### src/core/fll_clock_pkg.sv
// constants, register map and mode encodings for the frequency loop mode controller
// assumes one 25 MHz ref_clk domain and an 8-bit register port with one-cycle read latency
// How it works
// RULE_01: filter value is writable only while the requested mode is self-clocked (00).
// RULE_02: filter upper nibble sits in upper register 3:0, low byte in lower register.
// RULE_03: upper filter write is ignored while an earlier filter latch is still running.
// RULE_04: trim lengthens the reference period when larger, binary weighted, about 25 percent.
// RULE_05: reset out of stop restores all defaults except the trim setting.
// RULE_06: stop without debug or oscillator-in-stop stops all clocks, enters off; ext_ref_enable stays on in off entered under request 10 with valid reference.
// RULE_07: with debug enabled, clocks keep running as programmed during stop.
// RULE_08: oscillator-in-stop keeps generators running but gates the system clock feed.
// RULE_09: interrupt exit keeps settings; external modes wait for a stable external clock.
// RULE_10: reset exit gives self-clocked mode at the default 8 MHz filter value.
// RULE_11: a crystal must show 4096 clock edges before the external reference is used.
// RULE_12: self-clocked after reset, off exit not 10, X1 to 00, or no reference.
// RULE_13: self-clocked runs open loop, output is oscillator over divider, filter sets frequency.
// RULE_14: entering self-clocked keeps oscillator frequency; extra divide-by-two is dropped.
// RULE_15: off exit with request X1 waits for oscillator stable, then closes the loop.
// RULE_16: internal engaged on request 01 or stable oscillator after off with 01.
// RULE_17: unlocked when error leaves unlock window, stays so while outside lock window.
// RULE_18: lock after enough in-window samples; locked updates use four-sample average.
// RULE_19: bypassed on request 10 with valid reference, off exit, or oscillator loss.
// RULE_20: bypassed mode stops oscillator and internal reference, uses external clock.
// RULE_21: external engaged on request 11 with valid reference and stable oscillator.
// RULE_22: the source must keep the external reference at or below 10 MHz.
// RULE_23: actual mode is reported as 00, 01, 10, 11, lagging the request.
// RULE_24: oscillator stable after two small error changes, not static; cleared in off.
// RULE_25: external engaged adds divide-by-two before first lock, not after.
// RULE_26: output divider and multiplier setting come in as configuration inputs.
package fll_clock_pkg;

  localparam int unsigned ADDR_W = 3;
  localparam int unsigned DATA_W = 8;
  localparam int unsigned FLT_W  = 12;

  localparam logic [ADDR_W-1:0] IDX_FILTER_UPPER = 3'h0;
  localparam logic [ADDR_W-1:0] IDX_FILTER_LOWER = 3'h1;
  localparam logic [ADDR_W-1:0] IDX_TRIM         = 3'h2;
  localparam logic [ADDR_W-1:0] IDX_CONTROL      = 3'h3;
  localparam logic [ADDR_W-1:0] IDX_STATUS       = 3'h4;

  // control register fields
  localparam int unsigned CTL_REQ_LSB   = 0;
  localparam int unsigned CTL_REFSEL    = 2;
  localparam int unsigned CTL_RANGE     = 3;
  localparam int unsigned CTL_OSCSTOP   = 4;
  // status register fields
  localparam int unsigned STS_MODE_LSB  = 0;
  localparam int unsigned STS_LOCK      = 2;
  localparam int unsigned STS_STABLE    = 3;
  localparam int unsigned STS_EXTVALID  = 4;
  localparam int unsigned STS_LOSS      = 5;

  localparam logic [1:0]       REQ_SCM = 2'h0;
  localparam logic [1:0]       REQ_FEI = 2'h1;
  localparam logic [1:0]       REQ_FBE = 2'h2;
  localparam logic [1:0]       REQ_FEE = 2'h3;

  localparam logic [FLT_W-1:0] FILTER_RESET = 12'h200;
  localparam logic [7:0]       TRIM_RESET   = 8'h80;
  localparam logic [2:0]       LATCH_CYCLES = 3'h4;
  localparam logic [3:0]       LOCK_SAMPLES = 4'h4;
  localparam logic [11:0]      LOCK_WIN     = 12'h004;
  localparam logic [11:0]      UNLOCK_WIN   = 12'h010;
  localparam logic [12:0]      XTAL_START_CYCLES = 13'h1000;

  typedef enum logic [2:0] {ST_SCM, ST_FEI, ST_FBE, ST_FEE, ST_OFF} mode_t;

endpackage

### src/core/fll_clock_mode_controller.sv
// mode sequencer, filter register and lock tracking of the clock generator
// assumes count_error/sample_valid come from the pulse counter on ref_clk; pins are asynchronous
`timescale 1ns/1ps
module fll_clock_mode_controller
  import fll_clock_pkg::*;
#(
  parameter int unsigned DIV_W = 3,
  parameter int unsigned MFD_W = 3
) (
  input  wire logic                     ref_clk,
  input  wire logic                     rst,
  input  wire logic                     por,
  input  wire logic [ADDR_W-1:0]        reg_addr,
  input  wire logic [DATA_W-1:0]        reg_wdata,
  input  wire logic                     reg_wr,
  input  wire logic                     reg_rd,
  output logic      [DATA_W-1:0]        reg_rdata,
  input  wire logic                     stop_req,
  input  wire logic                     debug_enable,
  input  wire logic signed [FLT_W-1:0]  count_error,
  input  wire logic                     sample_valid,
  input  wire logic                     osc_static,
  input  wire logic                     osc_loss,
  input  wire logic                     ref_loss,
  input  wire logic                     ext_ref_ok_pin,
  input  wire logic                     crystal_input_pin,
  input  wire logic [DIV_W-1:0]         out_divider,
  input  wire logic [MFD_W-1:0]         multiplier_setting,
  output logic      [FLT_W-1:0]         filter_value,
  output logic                          filter_update,
  output logic      [7:0]               internal_ref_trim,
  output logic      [1:0]               actual_mode,
  output logic                          locked,
  output logic                          osc_enable,
  output logic                          int_ref_enable,
  output logic                          ext_ref_enable,
  output logic                          crystal_select,
  output logic                          crystal_range,
  output logic                          ext_source_select,
  output logic                          extra_div2,
  output logic      [DIV_W-1:0]         out_divide,
  output logic      [MFD_W-1:0]         loop_multiplier,
  output logic                          clock_feed_en
);

  typedef struct packed {
    mode_t              state;
    logic [FLT_W-1:0]   filter;
    logic [7:0]         low_stage;
    logic [2:0]         latch_cnt;
    logic [1:0]         req;
    logic               ref_sel;
    logic               range_sel;
    logic               osc_stop_en;
    logic               lock;
    logic [3:0]         lock_cnt;
    logic               first_lock;
    logic signed [13:0] acc;
    logic [1:0]         acc_cnt;
    logic [FLT_W-1:0]   prev_err;
    logic [1:0]         stable_cnt;
    logic               osc_stable;
    logic               loss_flag;
    logic               off_fbe;
    logic               scm_wait;
    logic               fbe_hold;
    logic [12:0]        xtal_cnt;
    logic               xtal_ready;
    logic               s1_ext_ref_valid_flag;
    logic               s2_ext_ref_valid_flag;
    logic               s1_xtal;
    logic               s2_xtal;
    logic               s3_xtal;
    logic [DATA_W-1:0]  rdata;
    logic               filt_upd;
  } state_t;

  state_t     s_q;
  state_t     s_d;
  logic [7:0] trim_q;
  logic [7:0] trim_d;

  function automatic logic [11:0] abs12(input logic signed [12:0] v);
    logic [12:0] m;
    m = v[12] ? 13'(-v) : 13'(v);
    abs12 = m[12] ? 12'hfff : m[11:0];
  endfunction

  // the loop pulls the filter against the error; clamp keeps the oscillator code in range
  function automatic logic [FLT_W-1:0] flt_sub(input logic [FLT_W-1:0] f, input logic signed [13:0] e);
    logic signed [14:0] t;
    t = $signed({3'b000, f}) - 15'(e);
    if (t < 0)
      flt_sub = '0;
    else if (t > 15'sd4095)
      flt_sub = 12'hfff;
    else
      flt_sub = t[FLT_W-1:0];
  endfunction

  function automatic mode_t target_mode(input logic [1:0] req, input logic ext_ref_valid_flag, input logic osc_stable_flag);
    case (req)
      REQ_FEI: target_mode = ST_FEI;
      REQ_FBE: target_mode = ext_ref_valid_flag ? ST_FBE : ST_SCM;
      REQ_FEE: target_mode = (ext_ref_valid_flag && osc_stable_flag) ? ST_FEE : ST_SCM;
      default: target_mode = ST_SCM;
    endcase
  endfunction

  logic ext_ref_valid_flag_ok;
  logic xtal_edge;
  logic run_mode;
  logic signed [12:0] err_step;

  assign xtal_edge = s_q.s2_xtal & ~s_q.s3_xtal;
  assign ext_ref_valid_flag_ok   = s_q.s2_ext_ref_valid_flag & (~s_q.ref_sel | s_q.xtal_ready);  // see RULE_11
  assign run_mode  = (s_q.state == ST_FEI) || (s_q.state == ST_FEE);
  assign err_step  = 13'(count_error) - 13'($signed(s_q.prev_err));

  always_comb begin
    s_d          = s_q;
    trim_d       = trim_q;
    s_d.s1_ext_ref_valid_flag  = ext_ref_ok_pin;
    s_d.s2_ext_ref_valid_flag  = s_q.s1_ext_ref_valid_flag;
    s_d.s1_xtal  = crystal_input_pin;
    s_d.s2_xtal  = s_q.s1_xtal;
    s_d.s3_xtal  = s_q.s2_xtal;
    s_d.filt_upd = 1'b0;
    s_d.rdata    = '0;
    if (s_q.latch_cnt != 3'h0) begin
      s_d.latch_cnt = s_q.latch_cnt - 3'h1;
    end

    // crystal start-up count; a direct clock needs no warm-up
    if (!s_q.ref_sel) begin
      s_d.xtal_cnt   = '0;
      s_d.xtal_ready = 1'b0;
    end else if (xtal_edge && !s_q.xtal_ready) begin
      s_d.xtal_cnt = s_q.xtal_cnt + 13'h1;
      if (s_q.xtal_cnt == XTAL_START_CYCLES - 13'h1) begin
        s_d.xtal_ready = 1'b1;  // see RULE_11
      end
    end

    if (reg_rd) begin
      case (reg_addr)
        IDX_FILTER_UPPER: s_d.rdata = {4'h0, s_q.filter[11:8]};  // see RULE_02
        IDX_FILTER_LOWER: s_d.rdata = s_q.filter[7:0];  // see RULE_02
        IDX_TRIM:         s_d.rdata = trim_q;
        IDX_CONTROL:      s_d.rdata = {3'h0, s_q.osc_stop_en, s_q.range_sel, s_q.ref_sel, s_q.req};
        IDX_STATUS:       s_d.rdata = {2'h0, s_q.loss_flag, ext_ref_valid_flag_ok, s_q.osc_stable, s_q.lock, actual_mode};
        default:          s_d.rdata = '0;
      endcase
    end

    if (reg_wr) begin
      case (reg_addr)
        IDX_FILTER_LOWER: s_d.low_stage = reg_wdata;
        IDX_FILTER_UPPER: begin
          // the new code needs time to reach the oscillator; a second write would tear it
          if (s_q.req == REQ_SCM && s_q.latch_cnt == 3'h0) begin  // see RULE_01 see RULE_03
            s_d.filter    = {reg_wdata[3:0], s_q.low_stage};  // see RULE_02 see RULE_13
            s_d.latch_cnt = LATCH_CYCLES;
            s_d.filt_upd  = 1'b1;
          end
        end
        IDX_TRIM:    trim_d = reg_wdata;  // see RULE_04
        IDX_CONTROL: begin
          s_d.req         = reg_wdata[CTL_REQ_LSB +: 2];
          s_d.ref_sel     = reg_wdata[CTL_REFSEL];
          s_d.range_sel   = reg_wdata[CTL_RANGE];
          s_d.osc_stop_en = reg_wdata[CTL_OSCSTOP];
        end
        IDX_STATUS: begin
          if (reg_wdata[STS_LOSS]) begin
            s_d.loss_flag = 1'b0;
          end
        end
        default: ;
      endcase
    end

    // oscillator stability monitor
    if (s_q.state != ST_OFF && sample_valid) begin
      s_d.prev_err = count_error;
      if (abs12(err_step) <= UNLOCK_WIN && !osc_static) begin
        if (s_q.stable_cnt != 2'h2) begin
          s_d.stable_cnt = s_q.stable_cnt + 2'h1;
        end
        if (s_q.stable_cnt >= 2'h1) begin
          s_d.osc_stable = 1'b1;  // see RULE_24
        end
      end else begin
        s_d.stable_cnt = 2'h0;
      end
    end

    // closed loop: lock detector and filter update
    if (run_mode && sample_valid) begin
      if (!s_q.lock) begin
        s_d.filter   = flt_sub(s_q.filter, 14'(count_error));  // see RULE_17
        s_d.filt_upd = 1'b1;
        if (abs12(13'(count_error)) <= LOCK_WIN) begin
          s_d.lock_cnt = s_q.lock_cnt + 4'h1;
          if (s_q.lock_cnt == LOCK_SAMPLES - 4'h1) begin
            s_d.lock       = 1'b1;  // see RULE_18
            s_d.first_lock = 1'b1;
            s_d.acc        = '0;
            s_d.acc_cnt    = 2'h0;
          end
        end else begin
          s_d.lock_cnt = 4'h0;  // see RULE_17
        end
      end else if (abs12(13'(count_error)) > UNLOCK_WIN) begin
        s_d.lock     = 1'b0;  // see RULE_17
        s_d.lock_cnt = 4'h0;
      end else begin
        // averaging four errors trades tracking speed for less jitter once locked
        s_d.acc_cnt = s_q.acc_cnt + 2'h1;
        if (s_q.acc_cnt == 2'h3) begin
          s_d.filter   = flt_sub(s_q.filter, (s_q.acc + 14'(count_error)) >>> 2);  // see RULE_18
          s_d.filt_upd = 1'b1;
          s_d.acc      = '0;
        end else begin
          s_d.acc = s_q.acc + 14'(count_error);
        end
      end
    end

    if (s_q.fbe_hold && ext_ref_valid_flag_ok) begin
      s_d.fbe_hold = 1'b0;  // see RULE_09
    end

    case (s_q.state)
      ST_OFF: begin
        if (!stop_req) begin
          if (s_q.off_fbe) begin
            s_d.state    = ST_FBE;  // see RULE_19
            s_d.fbe_hold = ~ext_ref_valid_flag_ok;  // see RULE_09
          end else begin
            s_d.state    = ST_SCM;  // see RULE_12
            s_d.scm_wait = s_q.req[0];  // see RULE_15
          end
        end
      end
      default: begin
        if (stop_req && !debug_enable && !s_q.osc_stop_en) begin  // see RULE_07
          s_d.state      = ST_OFF;  // see RULE_06
          s_d.off_fbe    = (s_q.req == REQ_FBE) && ext_ref_valid_flag_ok;
          s_d.osc_stable = 1'b0;  // see RULE_24
          s_d.stable_cnt = 2'h0;
          s_d.scm_wait   = 1'b0;
          s_d.fbe_hold   = 1'b0;
        end else if (ref_loss && (s_q.state == ST_FEE || s_q.state == ST_FBE)) begin
          s_d.state     = ST_SCM;  // see RULE_12
          s_d.req       = REQ_SCM;
          s_d.loss_flag = 1'b1;
        end else if (osc_loss && s_q.state == ST_FEE) begin
          s_d.loss_flag = 1'b1;
          s_d.state     = ext_ref_valid_flag_ok ? ST_FBE : ST_SCM;  // see RULE_19
          s_d.req       = ext_ref_valid_flag_ok ? REQ_FBE : REQ_SCM;
        end else if (s_q.scm_wait) begin
          if (s_q.osc_stable) begin
            s_d.scm_wait = 1'b0;  // see RULE_15
            s_d.state    = target_mode(s_q.req, ext_ref_valid_flag_ok, 1'b1);  // see RULE_16 see RULE_21
          end
        end else if (!stop_req) begin
          s_d.state = target_mode(s_q.req, ext_ref_valid_flag_ok, s_q.osc_stable);  // see RULE_12 see RULE_19 see RULE_21
        end
      end
    endcase

    // any mode change is an expected loss of lock
    if (s_d.state != s_q.state) begin
      s_d.lock     = 1'b0;
      s_d.lock_cnt = 4'h0;
      s_d.acc      = '0;
      s_d.acc_cnt  = 2'h0;
      if (s_d.state == ST_FEE) begin
        s_d.first_lock = 1'b0;  // see RULE_25
      end
    end
    if (s_q.state == ST_OFF) begin
      s_d.lock = 1'b0;
    end
  end

  // a reset only rewrites the clock settings; trim survives everything but power-on
  always_ff @(posedge ref_clk or posedge rst) begin
    if (rst) begin
      s_q        <= '0;
      s_q.state  <= ST_SCM;  // see RULE_10 see RULE_12
      s_q.filter <= FILTER_RESET;  // see RULE_10
      s_q.req    <= REQ_SCM;
    end else begin
      s_q <= s_d;
    end
  end

  always_ff @(posedge ref_clk or posedge por) begin
    if (por) begin
      trim_q <= TRIM_RESET;
    end else begin
      trim_q <= trim_d;  // see RULE_05
    end
  end

  assign reg_rdata         = s_q.rdata;
  assign filter_value      = s_q.filter;
  assign filter_update     = s_q.filt_upd;
  assign internal_ref_trim = trim_q;  // see RULE_04
  assign actual_mode       = (s_q.state == ST_OFF) ? REQ_SCM : s_q.state[1:0];  // see RULE_23
  assign locked            = s_q.lock;
  assign osc_enable        = (s_q.state != ST_OFF) && (s_q.state != ST_FBE);  // see RULE_20
  assign int_ref_enable    = osc_enable;  // see RULE_20
  assign ext_ref_enable    = ((s_q.state != ST_OFF) || s_q.off_fbe) && s_q.req[1];
  assign crystal_select    = s_q.ref_sel;  // see RULE_20
  assign crystal_range     = s_q.range_sel;
  assign ext_source_select = (s_q.state == ST_FBE);  // see RULE_20
  assign extra_div2        = (s_q.state == ST_FEE) && !s_q.first_lock;  // see RULE_14 see RULE_25
  assign out_divide        = out_divider;  // see RULE_26
  assign loop_multiplier   = multiplier_setting;  // see RULE_26
  assign clock_feed_en     = (s_q.state != ST_OFF) && !s_q.fbe_hold && !(stop_req && !debug_enable);  // see RULE_08

  AST_FILTER_RO: assert property (@(posedge ref_clk) disable iff (rst) // see RULE_01
    (reg_wr && reg_addr == IDX_FILTER_UPPER && s_q.req != REQ_SCM && !(run_mode && sample_valid))
      |=> $stable(filter_value))
    else $error("filter changed by a write outside self-clocked request");

  AST_LATCH_BLOCK: assert property (@(posedge ref_clk) disable iff (rst) // see RULE_03
    (reg_wr && reg_addr == IDX_FILTER_UPPER && s_q.latch_cnt != 3'h0 && !run_mode) |=> !filter_update)
    else $error("upper filter write taken during a latch");

  AST_OFF_ENTRY: assert property (@(posedge ref_clk) disable iff (rst) // see RULE_06
    (stop_req && !debug_enable && !s_q.osc_stop_en && s_q.state != ST_OFF) |=> (s_q.state == ST_OFF))
    else $error("stop without exceptions did not reach off");

  AST_OFF_QUIET: assert property (@(posedge ref_clk) disable iff (rst) // see RULE_06
    (s_q.state == ST_OFF) |-> (!osc_enable && !clock_feed_en && !s_q.osc_stable))
    else $error("clock activity in off state");

  AST_DEBUG_RUN: assert property (@(posedge ref_clk) disable iff (rst) // see RULE_07
    (stop_req && debug_enable && s_q.state != ST_OFF) |=> (s_q.state != ST_OFF) && clock_feed_en)
    else $error("debug enabled but clocks stopped");

  AST_STOP_GATE: assert property (@(posedge ref_clk) disable iff (rst) // see RULE_08
    (stop_req && !debug_enable && s_q.osc_stop_en && s_q.state == ST_FEI) |-> (osc_enable && !clock_feed_en))
    else $error("oscillator-in-stop feed not gated");

  AST_REQ_SCM: assert property (@(posedge ref_clk) disable iff (rst) // see RULE_12
    (run_mode && s_q.req == REQ_SCM && !stop_req && !s_q.scm_wait) |=> (s_q.state == ST_SCM))
    else $error("request 00 did not return to self-clocked");

  AST_FBE_OFF: assert property (@(posedge ref_clk) disable iff (rst) // see RULE_20
    (s_q.state == ST_FBE) |-> (!osc_enable && !int_ref_enable && ext_source_select))
    else $error("bypassed mode left oscillator running");

  AST_DIV2: assert property (@(posedge ref_clk) disable iff (rst) // see RULE_25
    $rose(s_q.state == ST_FEE) |-> extra_div2)
    else $error("divide-by-two missing before first lock");

  AST_WAIT_STABLE: assert property (@(posedge ref_clk) disable iff (rst) // see RULE_15
    (s_q.state == ST_SCM && s_q.scm_wait && !s_q.osc_stable && !stop_req) |=> (s_q.state == ST_SCM))
    else $error("loop closed before oscillator stable");

endmodule

### config.mk
export PLATFORM = sky130hd
export DESIGN_NAME = fll_clock_mode_controller
export DESIGN_NICKNAME = d
export VERILOG_FILES = /design/src/core/fll_clock_pkg.sv /design/src/core/fll_clock_mode_controller.sv
export SDC_FILE = /design/constraint.sdc
export NUM_CORES = 1
export LEC_CHECK = 0
export ABC_AREA = 1
export BUFFER_PORTS_ARGS = -buffer_cell sky130_fd_sc_hd__clkbuf_2
export CORE_ASPECT_RATIO = 0.6
export CORE_MARGIN = 3
export CORE_UTILIZATION = 32
export CTS_BUF_LIST = sky130_fd_sc_hd__clkbuf_4
export CTS_CLUSTER_SIZE = 20
export DETAILED_ROUTE_END_ITERATION = 10
export PLACE_DENSITY = 0.48
export SYNTH_ARGS = -nofsm -noshare
export SYNTH_HDL_FRONTEND = slang
export SYNTH_SLANG_ARGS = --single-unit
### constraint.sdc
create_clock -name ref_clk -period 9.88 [get_ports ref_clk]
set_clock_uncertainty 0.05 [all_clocks]
set_input_delay 0 -clock ref_clk [delete_from_list [all_inputs] [get_ports ref_clk]]
set_output_delay 0 -clock ref_clk [all_outputs]
set_load 0.03 [all_outputs]
==> results of run 1 <==
-- worst register-to-register path, delay by kind of cell (launching register included) --
family	cells	cell delay, ns
simple gates	11	1.27
compound gates	4	1.03
buf+inv	3	0.17
fa+ha+maj	3	0.99
xor+xnor	1	0.24
flops	1	0.39
-- cell families after synthesis --
logic type,share of synthesized area (%)
and+or+nand+nor,31.98
xor gates and xnor gates,3.834
buffers and inverters,13.21
AOI/OAI and AO/OA,11.86
adders and majority gates,9.295
DFF,29.82
-- power breakdown --
group | leakage [nW] | switching [mW] | internal (mW) | total [mW]
sequential | 1.40 | 0.131 | 0.533 | 0.664
combinational | 3.98 | 1.06 | 0.502 | 1.56
clock | 0.0649 | 0.176 | 0.0569 | 0.233
-- cell usage in the layout (no fill, tap or decap), types with 4 or more instances in the layout --
master / netlist / routed
nor2_1: 83 / 83
o21a_1: 12 / 12
fa_1: 4 / 4
a31oi_1: 4 / 4
a21o_1: 4 / 4
clkbuf_4: 0 / 10
a21oi_1: 64 / 64
inv_1: 209 / 208
o21ai_0: 71 / 71
xnor2_1: 16 / 16
a221oi_1: 5 / 5
nor4_1: 6 / 6
nand3_1: 122 / 122
clkbuf_2: 0 / 75
xor2_1: 20 / 20
dfrtp_1: 106 / 106
o21ai_1: 11 / 11
inv_2: 12 / 12
nand2_1: 372 / 372
nor3_1: 18 / 18
ha_1: 61 / 61
dlygate4sd3_1: 0 / 51
a211oi_1: 4 / 4
nand4_1: 39 / 39
o22ai_1: 5 / 5
-- layout make-up --
| type | count | area [um^2] |
|---|---|---|
| Clock inverter | 6 | 48.80 |
| Tap cell | 367 | 459.2 |
| Inverter | 224 | 843.3 |
| Fill cell | 2979 | 17540 |
| Timing Repair Buffer | 129 | 908.4 |
| Multi-Input combinational cell | 959 | 5169 |
| Sequential cell | 108 | 2705 |
| Clock buffer | 10 | 75.07 |
| Antenna cell | 2 | 5.005 |
-- flip-flops by register name, summed over array words and instances (netlist names), 3 cells and up --
signal	flops
s_d	3
s_q	73
reg_rdata	8
filter_value	12
internal_ref_trim	8
-- metrics by stage --
step / instance area, um^2 / util, % / std cells
finish: 10210 / 36.80 / 1805
detailed placement: 9574 / 34.49 / 1736
global placement: 9574 / 34.49 / 1736
CTS: 10210 / 36.78 / 1803
global route: 10210 / 36.80 / 1805
floorplan: 9072 / - / 1349
-- routing by layer --
layer	wire length, um	vias up	GRT usage, %
met3	1567	12	3.604
met1	16350	4157	32.04
met2	11000	218	25.60
met4	189	0	2.590
li1	-	4500	-
met5	0	-	0
-- worst paths after layout --
| kind | from | endpoint | slack [ns] |
|---|---|---|---|
| min in group asynchronous | por | internal_ref_trim[3] | 0.40 |
| worst max register to register | s_q[49] | filter_value[0] | 5.69 |
| max in group asynchronous | rst | s_q[21] | 8.05 |
| worst max-delay path | s_q[49] | filter_value[0] | 5.69 |
| worst min-delay path | count_error[11] | s_q[46] | 0.16 |
| worst min register to register | s_d[10] | s_d[9] | 0.31 |
-- repair_timing --
item / CTS / global route
endpoints found under the setup margin: 0 / 0
buffers inserted: 0 / 0
hold buffers: 51 / 0
endpoints found under the hold margin: 124 / 0
==> metrics.cfg, run 1 <==
[floorplanning]
dieArea_mm2 = 0.03047
pin_count = 88
core_area_mm2 = 0.02776
rows = 47
die_x_um = 223.4
die_h_um = 136.4
initial_core_util_pct = 32.69

[yosys]
synth_area_per_cell_um2 = 6.725
async_flop_share_pct = 100.0
yosysTopAreaCellShare_pct = 29.24
synth_area_leaders = dfrtp_1, nand2_1, inv_1, ha_1, nand3_1
syn-cell-area_mm2 = 0.009072
yosys_warnings = 0
synthFlopType = dfrtp_1
yosysSeqAreaShare_pct = 29.82
syn_nets = 1456
yosys.cell_types.count = 50
synth_common_cells = nand2_1, inv_1, nand3_1
synth_edf_count = 0
synth_cells = 1349
ys_ff_latch = 108
yosysTopAreaCell = dfrtp_1
yosysMostFrequentCell = nand2_1

[timing]
rsz0062_at_grt = no
slew_violations = 0
fin_tns_setup_ns = 0
setup_viol_count_final = 0
final_hold_viol_count = 0
slew_headroom_pct = 19.58
final.setup.worst_slack_ns = 5.688
fmax_mhz = 238.5
fin_crit_sh_pct = 42.43
period_needed_ns = 4.192
whs_ns = 0.1619
worstMarginPinSlew_ns = 1.194

[cts]
clock_latency_ns = 0.56
cts_buffers = 9
clk_pin_slew_worst_paths_ns = 0.19
cts_tree = done
cts_resized = 0
clkSinkCount = 108
htreeDepth = 3
root_buffer = clkbuf_4
cts_max_path_buffers = 2

[worst_setup_path]
worstPathArrival_ns = 4.63
cp_cell_sequence = ha_1, inv_1, fa_1, o31ai_1, a21oi_1, xnor2_1, inv_1, ha_1, a21oi_1, nor2_1, nor2_1, nor2_1, nor2_1, o21ai_0, nand3_1, nand2_1, nand2_1, nand2_1, nand3_1, nand3_1, nand2_1, inv_1
critical_path_class = reg2reg
startpoint_type = flip-flop
crit_required_ns = 10.32
crit_cells = 22
endpoint_kind = flip-flop
path_delay_family = simple AND/OR/NAND/NOR gates
slowest_stage = o31ai_1
cp_slowest_stage_delay_ns = 0.56
cp_max_fo = 12
critPathBufInv = 3
r2r_cells = 22

[status]
status = finished clean

[grt]
grt-ovfl-total = 0
grt_max_degree = 58
grt_pass1_wl_mm = 46.13
grtUsageTotal_pct = 19.33
grt_antenna_before_repair = 3
grt_pass1_vias = 8016

[route]
drt-pass1-iter-count = 5
drt-initial-drc-count = 745
route.final.wire_length_mm = 29.11
ant_nets = 0
wl_per_cell_um = 16.13
viasPerCell = 4.924
drc = 0
num_vias = 8887

[layout]
final_nets = 1538
syn_to_final_growth_pct = 12.58
layout-drive-gt1-share_pct = 9.192

[power]
vdd_drop_max_uv = 84.94
power.density_mw_per_mm2 = 240.4
power_leakage_nw = 5.445
total_power_mw = 2.455

[placement]
post-place-ws_ns = 5.776
hpwl_mm = 22.78
port_buffers = 75
place.gp.congestion = 0.8957

[flow_run]
max_cap_violations = 0

[worst_hold_path]
hold_path_depth = 3
hold_class = in2reg

Power figures use the tool's default switching activity.
==> inputs of run 2 (changes only) <==
ABC_AREA = 0   (was 1)
PLACE_DENSITY = 0.5   (was 0.48)
clock period = 3.5 ns   (was 9.88 ns; I/O delays follow)
==> run 2 against run 1 <==
  * The run now ends with hold timing, setup timing left
  * Register-to-register slack worse by 6.1 ns
  * Core utilization up 4.5 points
  * Power up 110%
  * Combinational power up 83%
  * Maximum frequency up 7.5%
  * Highest routed layer unchanged
  * Area after synthesis down 7.0%
  * Non-clock buffer count up 88
  * Flip-flop and latch count unchanged
  * First-iteration DRC count down 9.5%
  * Setup slack worse by 6.1 ns
==> metrics.cfg, run 2 <==
[yosys]
yosysMostFrequentCell = dfrtp_1
yosysTopAreaCellShare_pct = 31.43  ; +2.2 points
syn_nets = 1054  ; -28%
yosysSeqAreaShare_pct = 32.05  ; +2.2 points
synth_cells = 947  ; -30%
synth_common_cells = dfrtp_1, inv_1, ha_1
synth_area_per_cell_um2 = 8.913  ; +33%
ys_ff_latch = 108  ; unchanged
synth_edf_count = 0  ; unchanged
yosysTopAreaCell = dfrtp_1
syn-cell-area_mm2 = 0.008441  ; -7.0%
synthFlopType = dfrtp_1
synth_area_leaders = dfrtp_1, ha_1, mux2_2, xnor2_1, o21ai_0
yosys.cell_types.count = 76  ; +52%
async_flop_share_pct = 100.0  ; unchanged
yosys_warnings = 0  ; unchanged

[worst_setup_path]
cp_max_fo = 6  ; -6
startpoint_type = flip-flop
crit_required_ns = 3.87  ; -6.45 ns
worstPathArrival_ns = 4.27  ; -0.36 ns
endpoint_kind = flip-flop
critical_path_class = reg2reg

[floorplanning]
die_x_um = 215.7  ; -3.4%
rows = 45  ; -4.3%
pin_count = 88  ; unchanged
core_area_mm2 = 0.02562  ; -7.7%
initial_core_util_pct = 32.95  ; +0.26 points
die_h_um = 131.8  ; -3.4%
dieArea_mm2 = 0.02843  ; -6.7%

[grt]
grt_max_degree = 52  ; -10%
grt_pass1_vias = 7287  ; -9.1%
grt_pass1_wl_mm = 42.06  ; -8.8%
grt_antenna_before_repair = 0  ; -3
grtUsageTotal_pct = 18.82  ; -0.51 points
grt-ovfl-total = 0  ; unchanged

[layout]
final_nets = 1230  ; -20%
top_register = s_q
layout-drive-gt1-share_pct = 25.35  ; +16 points
nFillCells = 2576  ; -14%
final_common_cell = dfrtp_1
diodes = 0  ; -2
final_cell_mix = dfrtp_1, buf_4, clkbuf_2, inv_1, nand2_1
largest_reg_flops = 73  ; unchanged
syn_to_final_growth_pct = 25.29

[route]
viasPerCell = 5.283  ; +7.3%
drc = 0  ; unchanged
route.final.wire_length_mm = 26.94  ; -7.5%
num_vias = 7819  ; -12%
ant_nets = 0  ; unchanged
drt-pass1-iter-count = 5  ; unchanged
drt-initial-drc-count = 674  ; -9.5%
wl_per_cell_um = 18.20  ; +13%

[power]
vdd_drop_max_uv = 212.5  ; +150%
power.density_mw_per_mm2 = 488.8  ; +100%
power_leakage_nw = 4.870  ; -11%
total_power_mw = 5.169  ; +110%

[flow_run]
max_cap_violations = 0  ; unchanged

[timing]
period_needed_ns = 3.901  ; -0.2909 ns
final_hold_viol_count = 1  ; +1
whs_ns = -0.001223  ; -0.1632 ns
worstMarginPinSlew_ns = 0.8723  ; -0.3215 ns
rsz0062_at_grt = yes
final.setup.worst_slack_ns = -0.4011  ; -6.089 ns
fin_crit_sh_pct = 111.5  ; +69 points
slew_headroom_pct = 41.68  ; +22 points
setup_viol_count_final = 12  ; +12
slew_violations = 0  ; unchanged
fmax_mhz = 256.3  ; +7.5%

[status]
violations = hold timing, setup timing
status = finished with violations

[cts]
clock_latency_ns = 0.54  ; -0.02 ns
clk_pin_slew_worst_paths_ns = 0.20  ; about the same
root_buffer = clkbuf_4
cts_tree = done
htreeDepth = 3  ; unchanged
cts_buffers = 9  ; unchanged
cts_max_path_buffers = 2  ; unchanged
clkSinkCount = 108  ; unchanged

[worst_hold_path]
hold_class = in2reg

[placement]
hpwl_mm = 20.81  ; -8.7%
place.gp.congestion = 0.8627  ; -3.7%
port_buffers = 75  ; unchanged
post-place-ws_ns = -0.4117  ; -6.188 ns

==> run 2: area by class of cell <==
cell class	instances	area (um^2)	share of cell area [%]
repair buffers	217	1569	14.84
well taps	352	440.4	4.165
inverters	70	265.3	2.508
flip-flops and latches	108	2705	25.58
clock buffers	10	75.07	0.7099
clock inverters	6	57.56	0.5443
multi-input cells	717	5463	51.66
==> run 2: kinds of logic after synthesis <==
logic type | count (synthesis) | synth area share (%)
simple gates | 281 | 17.58
fa+ha+maj | 65 | 9.991
xor+xnor | 51 | 5.292
flops | 108 | 32.05
mux | 48 | 6.152
buf+inv | 123 | 6.759
compound gates | 271 | 22.18
==> run 2: what timing repair did <==
| item | CTS | global route |
|---|---|---|
| hold buffers | 46 | 0 |
| gates resized for setup | 21 | 35 |
| endpoints found under the setup margin | 12 | 16 |
| gates cloned | 1 | 0 |
| hold endpoints to repair | 125 | 0 |
| buffers inserted | 3 | 6 |
| pin swaps | 15 | 30 |
==> run 2: final timing paths <==
| path | startpoint | endpoint | slack, ns | cells after the start |
|---|---|---|---|---|
| max | s_q[49] | filter_value[11] | -0.40 | 18 |
| min | count_error[1] | s_q[36] | -0.001 | 4 |
| max reg2reg | s_q[49] | filter_value[11] | -0.40 | 18 |
| min reg2reg | s_d[12] | s_q[12] | 0.33 | 0 |
| max in group asynchronous | rst | filter_value[9] | 2.47 | 4 |
| min in group asynchronous | rst | s_q[22] | 0.06 | 3 |
==> run 2: critical path, stage by stage (launching register included) <==
cell and delay (ns):
dfrtp_1 0.45, ha_4 0.18, inv_2 0.05, fa_2 0.19
nor2b_1 0.05, o21a_1 0.21, or2_2 0.28, a21oi_1 0.15
o21bai_1 0.09, xnor2_1 0.21, ha_2 0.33, a2111oi_2 0.26
nor3_2 0.10, o21ai_4 0.09, a211oi_4 0.10, o211a_1 0.29
mux2_4 0.34, o311ai_2 0.22, a32oi_1 0.14
==> run 2: per-stage QoR <==
| step | hold slack (ns) | setup TNS (ns) | cell area [um^2] | utilization (%) | std cells |
|---|---|---|---|---|---|
| after floorplan | -0.2351 | -1.390 | 8469 | - | 947 |
| after global placement | -0.1039 | -3.593 | 9637 | 37.62 | 1410 |
| after detailed placement | -0.09840 | -3.913 | 9637 | 37.62 | 1410 |
| after CTS | 0.005990 | -3.468 | 10350 | 40.42 | 1476 |
| after global routing | 0.03597 | -6.579 | 10580 | 41.28 | 1480 |
| final | -0.001223 | -4.276 | 10580 | 41.28 | 1480 |
==> run 2: power by group <==
group | total (mW) | internal (mW) | switching, mW
Clock | 0.662 | 0.171 | 0.491
Sequential | 1.66 | 1.45 | 0.211
Combinational | 2.85 | 1.13 | 1.72
Total | 5.17 | 2.74 | 2.43
==> run 2: per-layer routing <==
metal	routed length, um	GRT usage, %	vias to the layer above
met2	10560	24.68	181
li1	-	-	3802
met1	14510	31.12	3821
met3	1656	3.823	15
met5	0	0	-
met4	222	3.264	0
